### src/logic/dpf_consts.svh
// Purpose: constants of the dual partition flash map
// Assumes: 24-bit program space, AHB-Lite register window
// Notes: included by the map module only
`ifndef DPF_CONSTS_SVH
`define DPF_CONSTS_SVH
`define DPF_USER_TOP 24'h7FFFFF
`define DPF_INACT_BASE 24'h400000
`define DPF_RST_END 24'h000004
`define DPF_PRIM_VEC_END 24'h000100
`define DPF_VEC_END 24'h000200
`define DPF_PAGE_SHIFT 11
`define DPF_OTP_LO 24'h801700
`define DPF_OTP_HI 24'h8017FF
`define DPF_CFG_LO 24'h801800
`define DPF_CFG_HI 24'h801FFF
`define DPF_FBOOT_ADDR 24'h801800
`define DPF_SEQ1_ADDR 24'h055FFC
`define DPF_SEQ2_ADDR 24'h455FFC
`define DPF_LIM_DUAL 24'h055F10
`define DPF_LIM_SINGLE 24'h0ABF10
`define DPF_SEC_DUAL 24'h055F00
`define DPF_SEQ_MAX 12'hFFF
`define DPF_ROW_MASK 24'hFFFF00
`define DPF_PAGE_MASK 24'hFFF800
`define DPF_OFS_CTRL 5'h00
`define DPF_OFS_STATUS 5'h04
`define DPF_OFS_PADDR 5'h08
`define DPF_OFS_PCMD 5'h0C
`define DPF_OFS_SEQ1 5'h10
`define DPF_OFS_SEQ2 5'h14
`define DPF_OFS_LIM 5'h18
`endif

### src/logic/dpf_pkg.sv
// Purpose: types of the dual partition flash map
// Assumes: nothing beyond the consts header
// Notes: encodings are fixed, the bench may decode them
package dpf_pkg;
	typedef enum logic [2:0] {
		LD_START = 3'b000,
		LD_FBOOT = 3'b001,
		LD_SEQ1 = 3'b010,
		LD_SEQ2 = 3'b011,
		LD_LIM = 3'b100,
		LD_SEC = 3'b101,
		LD_RUN = 3'b110
	} dpf_load_t;
	typedef enum logic [1:0] {
		ACC_FETCH = 2'b00,
		ACC_TBL_RD = 2'b01,
		ACC_TBL_WR = 2'b10,
		ACC_REMAP = 2'b11
	} dpf_kind_t;
	typedef enum logic [3:0] {
		RG_RESET = 4'h0,
		RG_PRIM_VEC = 4'h1,
		RG_VEC_RSVD = 4'h2,
		RG_ALT_VEC = 4'h3,
		RG_BOOT = 4'h4,
		RG_GEN = 4'h5,
		RG_INACT = 4'h6,
		RG_CFG = 4'h7,
		RG_OTP = 4'h8,
		RG_NONE = 4'hF
	} dpf_region_t;
	typedef struct packed {
		logic valid;
		dpf_kind_t kind;
		logic [22:0] pc;
		logic [7:0] table_page_reg;
		logic [15:0] offset;
	} dpf_acc_t;
	typedef struct packed {
		logic valid;
		logic err;
		logic upper_word;
		logic phys_part;
		dpf_region_t region;
		logic [23:0] laddr;
		logic [23:0] paddr;
	} dpf_map_t;
endpackage

### src/logic/dpf_flash_map.sv
// Purpose: program space map and active partition selection
// Assumes: core access port on hclk, flash config read one cycle after address
// Notes: single clock domain; every flop holds while ce is low
`timescale 1ns/10ps
`include "dpf_consts.svh"
module dpf_flash_map (
	input wire logic hclk, // 10 MHz system clock
	input wire logic hresetn, // Async reset, active low
	input wire logic ce, // Clock enable, freezes state when low
	input wire logic hsel, // AHB slave select
	input wire logic [31:0] haddr, // AHB address
	input wire logic [1:0] htrans, // AHB transfer type
	input wire logic hwrite, // AHB write
	input wire logic [2:0] hsize, // AHB size, word only
	input wire logic [31:0] hwdata, // AHB write data
	input wire logic hready, // AHB bus ready
	output logic hreadyout, // AHB ready out
	output logic hresp, // AHB response
	output logic [31:0] hrdata, // AHB read data
	output logic [23:0] cfg_addr, // Config word read address
	input wire logic [23:0] cfg_rdata, // Config word read data
	input wire dpf_pkg::dpf_acc_t acc, // Core access request
	output dpf_pkg::dpf_map_t map, // Mapped access
	output logic cfg_done, // Configuration loaded
	output logic second_partition_active_flag, // Partition 2 active
	output logic prog_go, // Program/erase pulse
	output logic [1:0] prog_kind, // 1 row write, 2 page erase, 3 chip erase
	output logic [23:0] prog_addr // Block-aligned target
);
	// ==========================================================
	// Functions
	function automatic logic seq_ok(input logic [23:0] w);
		seq_ok = (w[23:12] == ~w[11:0]);
	endfunction
	function automatic logic [11:0] seq_val(input logic [23:0] w);
		seq_val = seq_ok(w) ? w[11:0] : `DPF_SEQ_MAX;
	endfunction
	function automatic logic in_rng(input logic [23:0] a, input logic [23:0] lo, input logic [23:0] hi);
		in_rng = (a >= lo) && (a <= hi);
	endfunction

	// ==========================================================
	// Configuration load
	dpf_pkg::dpf_load_t ld_q;
	logic dual_q;
	logic [23:0] seq1_q;
	logic [23:0] seq2_q;
	logic [12:0] lim_q;
	logic alt_vec_dis_q;
	logic inact_wp_q;
	logic reset_sel_q;
	logic active_q;
	logic sel_d;
	always_comb begin
		if (!seq_ok(seq1_q) && !seq_ok(cfg_rdata)) begin
			sel_d = 1'b0;
		end else if (seq_ok(seq1_q) != seq_ok(cfg_rdata)) begin
			sel_d = !seq_ok(seq1_q);
		end else begin
			sel_d = seq_val(cfg_rdata) < seq_val(seq1_q);
		end
	end
	// Selection only moves in the reset-time load, later reprogramming waits
	always_ff @(posedge hclk or negedge hresetn) begin
		if (!hresetn) begin
			ld_q <= dpf_pkg::LD_START;
			cfg_addr <= 24'h000000;
			dual_q <= 1'b0;
			seq1_q <= 24'h000000;
			seq2_q <= 24'h000000;
			lim_q <= 13'h0000;
			alt_vec_dis_q <= 1'b1;
			inact_wp_q <= 1'b0;
			reset_sel_q <= 1'b0;
			cfg_done <= 1'b0;
		end else if (ce) begin
			unique case (ld_q)
				dpf_pkg::LD_START: begin
					cfg_addr <= `DPF_FBOOT_ADDR;
					ld_q <= dpf_pkg::LD_FBOOT;
				end
				dpf_pkg::LD_FBOOT: begin
					dual_q <= (cfg_rdata[1:0] != 2'b11);
					cfg_addr <= `DPF_SEQ1_ADDR;
					ld_q <= dpf_pkg::LD_SEQ1;
				end
				dpf_pkg::LD_SEQ1: begin
					seq1_q <= cfg_rdata;
					cfg_addr <= `DPF_SEQ2_ADDR;
					ld_q <= dpf_pkg::LD_SEQ2;
				end
				dpf_pkg::LD_SEQ2: begin
					seq2_q <= cfg_rdata;
					reset_sel_q <= dual_q & sel_d;
					if (!dual_q) begin
						cfg_addr <= `DPF_LIM_SINGLE;
					end else begin
						cfg_addr <= `DPF_LIM_DUAL | (sel_d ? `DPF_INACT_BASE : 24'h000000);
					end
					ld_q <= dpf_pkg::LD_LIM;
				end
				dpf_pkg::LD_LIM: begin
					lim_q <= cfg_rdata[12:0];
					alt_vec_dis_q <= cfg_rdata[15];
					cfg_addr <= `DPF_SEC_DUAL | (reset_sel_q ? 24'h000000 : `DPF_INACT_BASE);
					ld_q <= dpf_pkg::LD_SEC;
				end
				dpf_pkg::LD_SEC: begin
					// Taken once per reset; a run-time swap keeps the old protection
					inact_wp_q <= dual_q & cfg_rdata[0];
					cfg_done <= 1'b1;
					ld_q <= dpf_pkg::LD_RUN;
				end
				dpf_pkg::LD_RUN: begin
					ld_q <= dpf_pkg::LD_RUN;
				end
				default: begin
					ld_q <= dpf_pkg::LD_START;
				end
			endcase
		end
	end

	// ==========================================================
	// AHB-Lite slave
	logic wr_ph_q;
	logic [4:0] wofs_q;
	logic swap_req;
	logic clr_req;
	logic cmd_req;
	logic err_q;
	logic err_set;
	logic [31:0] rd_d;
	logic [23:0] paddr_q;
	wire logic take = hsel & htrans[1] & hready;
	assign swap_req = wr_ph_q && (wofs_q == `DPF_OFS_CTRL) && hwdata[0];
	assign clr_req = wr_ph_q && (wofs_q == `DPF_OFS_CTRL) && hwdata[1];
	assign cmd_req = wr_ph_q && (wofs_q == `DPF_OFS_PCMD) && (hwdata[1:0] != 2'b00);
	always_comb begin
		unique case (haddr[4:0])
			`DPF_OFS_STATUS: rd_d = {27'h0000000, err_q, reset_sel_q, dual_q, cfg_done, active_q};
			// Reads back the staged target, not the last issued one
			`DPF_OFS_PADDR: rd_d = {8'h00, paddr_q};
			`DPF_OFS_SEQ1: rd_d = {8'h00, seq1_q};
			`DPF_OFS_SEQ2: rd_d = {8'h00, seq2_q};
			`DPF_OFS_LIM: rd_d = {16'h0000, alt_vec_dis_q, 2'b00, lim_q};
			default: rd_d = 32'h00000000;
		endcase
	end
	// Zero wait states; read data is fetched in the address phase
	always_ff @(posedge hclk or negedge hresetn) begin
		if (!hresetn) begin
			wr_ph_q <= 1'b0;
			wofs_q <= 5'h00;
			hrdata <= 32'h00000000;
			hreadyout <= 1'b1;
			hresp <= 1'b0;
		end else if (ce) begin
			wr_ph_q <= take & hwrite & (haddr[31:5] == 27'h0000000);
			wofs_q <= haddr[4:0];
			hrdata <= (take && !hwrite && haddr[31:5] == 27'h0000000) ? rd_d : 32'h00000000;
			hreadyout <= 1'b1;
			hresp <= 1'b0;
		end
	end

	// ==========================================================
	// Partition swap
	always_ff @(posedge hclk or negedge hresetn) begin
		if (!hresetn) begin
			active_q <= 1'b0;
		end else if (ce) begin
			if (ld_q == dpf_pkg::LD_SEQ2) begin
				active_q <= dual_q & sel_d;
			end else if (swap_req && dual_q && cfg_done) begin
				active_q <= !active_q;
			end
		end
	end
	always_ff @(posedge hclk or negedge hresetn) begin
		if (!hresetn) begin
			second_partition_active_flag <= 1'b0;
		end else if (ce) begin
			second_partition_active_flag <= active_q;
		end
	end

	// ==========================================================
	// Program and erase commands
	wire logic otp_tgt = in_rng(paddr_q & `DPF_PAGE_MASK, `DPF_OTP_LO & `DPF_PAGE_MASK, `DPF_OTP_HI);
	wire logic cmd_bad = cmd_req && (hwdata[1:0] == 2'b10) && otp_tgt;
	always_ff @(posedge hclk or negedge hresetn) begin
		if (!hresetn) begin
			paddr_q <= 24'h000000;
			prog_go <= 1'b0;
			prog_kind <= 2'b00;
			prog_addr <= 24'h000000;
		end else if (ce) begin
			if (wr_ph_q && wofs_q == `DPF_OFS_PADDR) begin
				paddr_q <= hwdata[23:0];
			end
			prog_go <= cmd_req & !cmd_bad;
			if (cmd_req && !cmd_bad) begin
				prog_kind <= hwdata[1:0];
				prog_addr <= (hwdata[1:0] == 2'b01) ? (paddr_q & `DPF_ROW_MASK) : (paddr_q & `DPF_PAGE_MASK);
			end
		end
	end

	// ==========================================================
	// Address map
	logic [23:0] la;
	logic tbl;
	logic [23:0] boot_seg_end;
	logic [23:0] alt_vec_lo;
	logic boot_seg_on;
	dpf_pkg::dpf_map_t m_d;
	always_comb begin
		tbl = (acc.kind == dpf_pkg::ACC_TBL_RD) || (acc.kind == dpf_pkg::ACC_TBL_WR);
		if (acc.kind == dpf_pkg::ACC_FETCH) begin
			la = {1'b0, acc.pc[22:1], 1'b0};
		end else if (acc.kind == dpf_pkg::ACC_REMAP) begin
			la = {1'b0, acc.table_page_reg[6:0], acc.offset};
		end else begin
			la = {acc.table_page_reg, acc.offset};
		end
		boot_seg_on = (lim_q > 13'h0001);
		boot_seg_end = {lim_q[12:0], 11'h000};
		alt_vec_lo = {(lim_q - 13'h0001), 11'h000};
		m_d.valid = acc.valid & cfg_done;
		m_d.err = 1'b0;
		m_d.upper_word = la[0];
		m_d.laddr = la;
		m_d.paddr = la;
		m_d.phys_part = 1'b0;
		m_d.region = dpf_pkg::RG_NONE;
		if (la[23]) begin
			if (!tbl) begin
				m_d.err = 1'b1;
			end else if (in_rng(la, `DPF_OTP_LO, `DPF_OTP_HI)) begin
				m_d.region = dpf_pkg::RG_OTP;
			end else if (in_rng(la, `DPF_CFG_LO, `DPF_CFG_HI)) begin
				m_d.region = dpf_pkg::RG_CFG;
			end else begin
				m_d.err = 1'b1;
			end
		end else if (dual_q && la[22]) begin
			m_d.region = dpf_pkg::RG_INACT;
			m_d.phys_part = !active_q;
			m_d.paddr = {1'b0, !active_q, la[21:0]};
			m_d.err = (acc.kind == dpf_pkg::ACC_TBL_WR) && inact_wp_q;
		end else begin
			m_d.phys_part = dual_q & active_q;
			m_d.paddr = dual_q ? {1'b0, active_q, la[21:0]} : la;
			if (la < `DPF_RST_END) begin
				m_d.region = dpf_pkg::RG_RESET;
			end else if (la < `DPF_PRIM_VEC_END) begin
				m_d.region = dpf_pkg::RG_PRIM_VEC;
			end else if (la < `DPF_VEC_END) begin
				m_d.region = dpf_pkg::RG_VEC_RSVD;
			end else if (boot_seg_on && !alt_vec_dis_q && la >= alt_vec_lo && la < boot_seg_end) begin
				m_d.region = dpf_pkg::RG_ALT_VEC;
			end else if (boot_seg_on && la < boot_seg_end) begin
				m_d.region = dpf_pkg::RG_BOOT;
			end else begin
				m_d.region = dpf_pkg::RG_GEN;
			end
		end
	end
	always_ff @(posedge hclk or negedge hresetn) begin
		if (!hresetn) begin
			map <= '0;
		end else if (ce) begin
			map <= m_d;
		end
	end
	// Sticky fault; a new fault wins over a clear in the same cycle
	assign err_set = cmd_bad | (m_d.valid & m_d.err);
	always_ff @(posedge hclk or negedge hresetn) begin
		if (!hresetn) begin
			err_q <= 1'b0;
		end else if (ce) begin
			err_q <= err_set | (err_q & !clr_req);
		end
	end
endmodule

### config.mk
export PLATFORM = sky130hd
export DESIGN_NAME = dpf_flash_map
export DESIGN_NICKNAME = d
export VERILOG_FILES = /design/src/logic/dpf_pkg.sv /design/src/logic/dpf_flash_map.sv
export VERILOG_INCLUDE_DIRS = /design/src /design/src/logic
export SDC_FILE = /design/constraint.sdc
export NUM_CORES = 1
export LEC_CHECK = 0
export BUFFER_PORTS_ARGS = -buffer_cell sky130_fd_sc_hd__buf_2
export CAP_MARGIN = 20
export CORE_UTILIZATION = 45
export CTS_CLUSTER_DIAMETER = 30
export CTS_CLUSTER_SIZE = 28
export DETAILED_ROUTE_END_ITERATION = 8
export PLACE_DENSITY_LB_ADDON = 0.15
export SETUP_SLACK_MARGIN = 0.3
export SYNTH_ARGS = -nofsm -noshare
export SYNTH_HDL_FRONTEND = slang
export SYNTH_SLANG_ARGS = --single-unit
### constraint.sdc
create_clock -name hclk -period 8.6 [get_ports hclk]
set_input_delay 1.72 -clock hclk [delete_from_list [all_inputs] [get_ports hclk]]
set_output_delay 1.72 -clock hclk [all_outputs]
set_load 0.01 [all_outputs]
# == Word-level counts from Yosys, hierarchy flattened ==
# Index checks and enable logic that the tools add are counted.
# Widths: inputs -> output; s select.
# op_classes
n_addsub,1
eq_ne,22
div_mod_pow,0
order_cmp,13
bitwise_logic,15
reduce_logical,48
shift,0
n_mux,35
multipliers,0
# ops
cell,n
$pmux 24 s5,2
$mux 23,5
$ge 24x24->1 const B,3
$le 24x24->1 const B,3
$mux 24,3
$mux 32,1
$mux 4,8
$logic_not 27->1,1
$eq 12x12->1,2
$ge 24x24->1,1
$lt 24x10->1 const B,1
$lt 24x24->1,1
$lt 24x3->1 const B,1
$lt 24x9->1 const B,1
$mux 12,2
$not 12->12,2
$logic_and 1x1->1,23
$pmux 3 s6,1
$reduce_and 2->1,9
$eq 5x4->1 const B,3
$eq 5x5->1 const B,3
$gt 13x1->1 const B,1
$sub 13x1->13 const B,1
$lt 12x12->1,1
21 further kinds,55
# word_totals
ff_bits,241
output_inout_bits,143
inputBits,149
mem_count,0
wordCells,161
ram_bits,0
romBits,0
latch_bits,0

# == Logic depth before layout (Yosys ltp) ==
# logic_depth
ltp_word,12
depth_mapped,13
mapped_depth_nobuf,12

# == Least setup slack after synthesis ==
# Ideal clock, no wire load.
# synth_timing
path_kind,input to register
from,input port acc[47] in the netlist's numbering
to,register map[48] in the netlist's numbering
cell_stages,13
path_buffers,3
required_time_ns,8.451
path_slack_ns,4.078
t_arrival_ns,4.372
cell_sequence,inv_1 ha_1 buf_2 clkbuf_1 buf_2 mux2_2 ha_1 a21o_1 a21oi_1 nor3b_1 a311o_1 o31ai_1 a41oi_1
# synth_via
word_cells_on_any_way,28
classes_between,order compare (7); eq/ne (3); mux (11); reduce/logical (7)
# synth_rtl
item,line,text
from (decl),dpf_flash_map.sv:22,"input wire dpf_pkg::dpf_acc_t acc,"
$logic_not 2->1 *,dpf_flash_map.sv:220,if (acc.kind == dpf_pkg::ACC_FETCH) begin
$mux 24 *,dpf_flash_map.sv:220,
via la[17],dpf_flash_map.sv:212,logic [23:0] la;
$lt 24x24->1 / $ge 24x24->1 (equally long branches),"dpf_flash_map.sv:261, dpf_flash_map.sv:263",
"$logic_and 1x1->1, on equally long branches","dpf_flash_map.sv:263, dpf_flash_map.sv:261",
$mux 1 / $logic_and 1x1->1 (equally long branches),"dpf_flash_map.sv:263, dpf_flash_map.sv:261",
$mux 4,dpf_flash_map.sv:261,end else if (boot_seg_on && !alt_vec_dis_q && la >= alt_vec_lo && la < boot_seg_end) begin
$mux 4,dpf_flash_map.sv:259,end else if (la < `DPF_VEC_END) begin
$mux 4,dpf_flash_map.sv:257,end else if (la < `DPF_PRIM_VEC_END) begin
$mux 4,dpf_flash_map.sv:255,if (la < `DPF_RST_END) begin
$mux 5,dpf_flash_map.sv:247,end else if (dual_q && la[22]) begin
$mux 4 *,dpf_flash_map.sv:237,if (la[23]) begin
to (signal assigned),dpf_flash_map.sv:274,map <= m_d;
to (decl),dpf_flash_map.sv:23,"output dpf_pkg::dpf_map_t map,"
# Mark *: on every way through the listed nets, which the timed path passes. The rest lies on a longest branch.
# A chain may end at the register's enable or synchronous reset.

# == Worst setup path in the final report ==
# Same ends and word-level chain as after synthesis.

==> flow_summary_export.csv <==
group,metric,value,unit
status,status,"complete, no violations",
global_routing,antenna_found_initial,0,
final_layout,final_cell_area,12110,um^2
pwr,leakagePower,5.754,nW
drt,first_pass_iters,6,
drt,route.detailed.drc,0,
setup_path,cp.required,8.87,ns
final_layout,drive_above_1_share,38.89,%
setup_path,timing.rr.end,"active_q$_DFFE_PN0P_",
drt,routedWlPerCell,19.38,um
timing,rsz0062_at_grt,"false",
timing,drv_slew,0,
timing,clock.fmax,228.9,MHz
synth,yosysMostFrequentCell,"dfrtp_1",
synth,synthArstFlopShare,100.0,%
synth,yosysTopAreaCell,"dfrtp_1",
placed_design,dp.cells,1403,
final_layout,nets,1334,
placed_design,dpl.hpwl,20.29,mm
timing,slew_headroom,31.59,%
pwr,totalPowerFinal,3.040,mW
die,rows,55,
setup_path,cp-endpoint,"map[48]$_DFFE_PN0P_",
timing,setup_tns,0,ns
synth,yosysWarnings,0,
clock_network,cts_max_path_buffers,2,
worst_hold_path,worst_hold_path_type,"flop to flop",
synth,ys_top_cells_by_area,"dfrtp_1 (45%), mux2_2 (13%), ha_1 (5.6%)",
global_routing,grt_pass1_wl,43.19,mm
placed_design,postPlaceCellArea,11460,um^2
placed_design,io_buffers,256,
setup_path,crit_start,"acc[47]",
setup_path,reg2reg_from,"seq1_q[1]$_DFFE_PN0P_",
pwr,internal_power,1.936,mW
synth,syn_inst,938,
drt,drtIter0Drc,488,
pwr,switching_share,36.33,%
drt,drt_wl_total,27.85,mm
timing,finalSetupViolations,0,
die,dieArea,23580,um^2
final_layout,syn_to_final_growth,17.18,%
timing,skew,0.01487,ns
clock_network,h-tree-depth,4,
drt,vias,8027,
timing,hold_viol,0,
setup_path,arrival,4.63,ns
clock_network,cts_tree,"done",
clock_network,post_cts_buffers,0,
final_layout,final_cells,1437,
global_routing,grt_pass1_vias,7651,
clock_network,clk_pin_slew,0.07,ns
synth,synthFlopType,"dfrtp_1",
setup_path,ff2ff_setup_slack,5.16,ns
global_routing,grt_max_degree,110,
clock_network,hold_buffers,0,
synth,synth_area,10340,um^2
timing,min_period,4.368,ns
die,io_pins,292,
synth,ys_ff_latch,185,
synth,postSynthAreaPerCell,11.02,um^2
synth,netlist-cell-type-count,70,
timing,tightest_slew,1.026,ns
synth,ys_seq_area_share,44.80,%
flow_run,cap_violations,0,
pwr,ir_drop,138.3,uV
synth,netlist_top_cells_count,"dfrtp_1 (184), mux2_2 (121), nor2_1 (70)",
die,die_w,153.6,um
pwr,p_comb_share,30.9,%
global_routing,grt.overflow.total,0,
die,coreArea,22570,um^2
pwr,p_seq_share,43.0,%
pwr,powerDensity,251.0,nW/um^2
pwr,p_sw,1.104,mW
pwr,p_clk_share,26.1,%
die,start_util,45.80,%
clock_network,cts_sinks,185,
timing,post-route-period-util,50.79,%
clock_network,clk_latency,0.44,ns
synth,synth-edff-count,0,
clock_network,clockRootBuffer,"clkbuf_16",
setup_path,worstPathMaxFanout,33,
setup_path,crit_type,"input port to flop",
placed_design,finalWeightedCongestion,0.8490,
setup_path,worstSetupStartpointType,"input port",
drt,avgViaCountPerCell,5.586,
setup_path,end_kind,"flop",
clock_network,cts_buffers,17,
setup_path,worst_r2r_path_depth,11,
final_layout,antennaDiodeCount,0,
drt,detail-route-antenna-nets,0,
synth,yosys.area.top_type_share,44.54,%
die,die_h,153.6,um
global_routing,grt_util_all_layers,23.70,%
clock_network,cts_resized,0,
## power groups by stage
stage / logic [mW] / clock network [mW] / registers [mW]
finish: 0.939 / 0.793 / 1.31
global route: 1.05 / 0.842 / 1.34
CTS: 0.939 / 0.806 / 1.31
detailed placement: 0.933 / 0 / 1.32
global placement: 0.915 / 0 / 1.32
floorplan: 0.713 / 0 / 1.25
## final cells by class
class | count | area [um^2]
multi-input combinational | 643 | 5034
inverter | 27 | 101.3
clock buffer | 17 | 425.4
timing repair buffer | 265 | 1395
fill | 2096 | 10460
tap | 285 | 356.6
sequential | 185 | 4631
clock inverter | 15 | 170.2
## metrics by stage
stage	hold WS, ns	setup slack (ns)	utilization [%]
detailed placement	0.4642	3.832	50.78
global placement	0.4611	3.920	50.78
floorplan	0.4503	4.078	-
finish	0.4832	4.232	53.66
CTS	0.4812	4.264	53.42
global route	0.4978	3.982	53.66
## cells in the final DEF (no fill, tap or decap), drive strengths merged, types with 3 or more instances in the layout
cell,count
clkinv,6
nand2,47
o22ai,5
inv,36
nand3,17
mux2i,21
and3,6
xnor2,36
o211ai,4
nor4,28
ha,46
a21o,11
o21ai,29
conb,22
mux2,121
buf,265
or4,4
a41oi,3
a21oi,39
clkbuf,17
o2bb2ai,25
a22o,3
o31ai,3
nand4,7
nor3,11
nand2b,17
dfrtp,184
nor4b,4
and2,4
a222oi,19
a211oi,3
nor2b,6
nor2,71
## state kept, by name (all words and copies together) (netlist names), 2 cells and up
signal     cells
hrdata        24
prog_addr     16
seq2_q        24
lim_q         13
map           32
seq1_q        24
wofs_q         5
cfg_addr       8
paddr_q       24
ld_q           3
prog_kind      2
## per-layer routing
metal	part of all wire, %	vias up	global-route usage (%)	wire [um]
met5	0	-	0	0
met4	1.1	0	5.143	298
met3	4.6	21	3.129	1294
met2	48	276	38.35	13280
met1	47	3972	33.97	12970
li1	-	3758	-	-
## how the worst min path moves through the flow
stage          cells past startpoint  slack [ns]                      from                  endpoint
2_1_floorplan                      2        0.45    inact_wp_q$_DFFE_PN0P_    inact_wp_q$_DFFE_PN0P_
3_3_place_gp                       1        0.46  cfg_addr[23]$_DFFE_PN0P_  cfg_addr[23]$_DFFE_PN0P_
3_5_place_dp                       1        0.46  cfg_addr[23]$_DFFE_PN0P_  cfg_addr[23]$_DFFE_PN0P_
4_1_cts                            1        0.48  cfg_addr[23]$_DFFE_PN0P_  cfg_addr[23]$_DFFE_PN0P_
5_1_grt                            1        0.50  cfg_addr[23]$_DFFE_PN0P_  cfg_addr[23]$_DFFE_PN0P_
6_report                           2        0.48       map[54]$_DFFE_PN0P_       map[54]$_DFFE_PN0P_
## cells by family (layout without fill, tap and decap cells)
kind of cell	after synthesis	after routing	share of synthesized area, %
simple gates	233	233	11.49
mux	142	142	15.21
xor+xnor	36	36	3.050
buf+inv	130	324	7.262
fa+ha+maj	46	46	5.568
other cells	2	22	0.07265
flops	185	185	44.80
compound gates	164	164	12.55
## worst max-delay path, stage by stage
cell	delay, ns
buf_2	0.11
inv_1	0.07
ha_1	0.16
buf_4	0.37
mux2_2	0.44
ha_1	0.31
a2111oi_0	0.46
o21ai_0	0.17
a311o_1	0.39
o31ai_1	0.28
a41oi_1	0.14
Note: power is estimated with default switching activity, not from simulation.
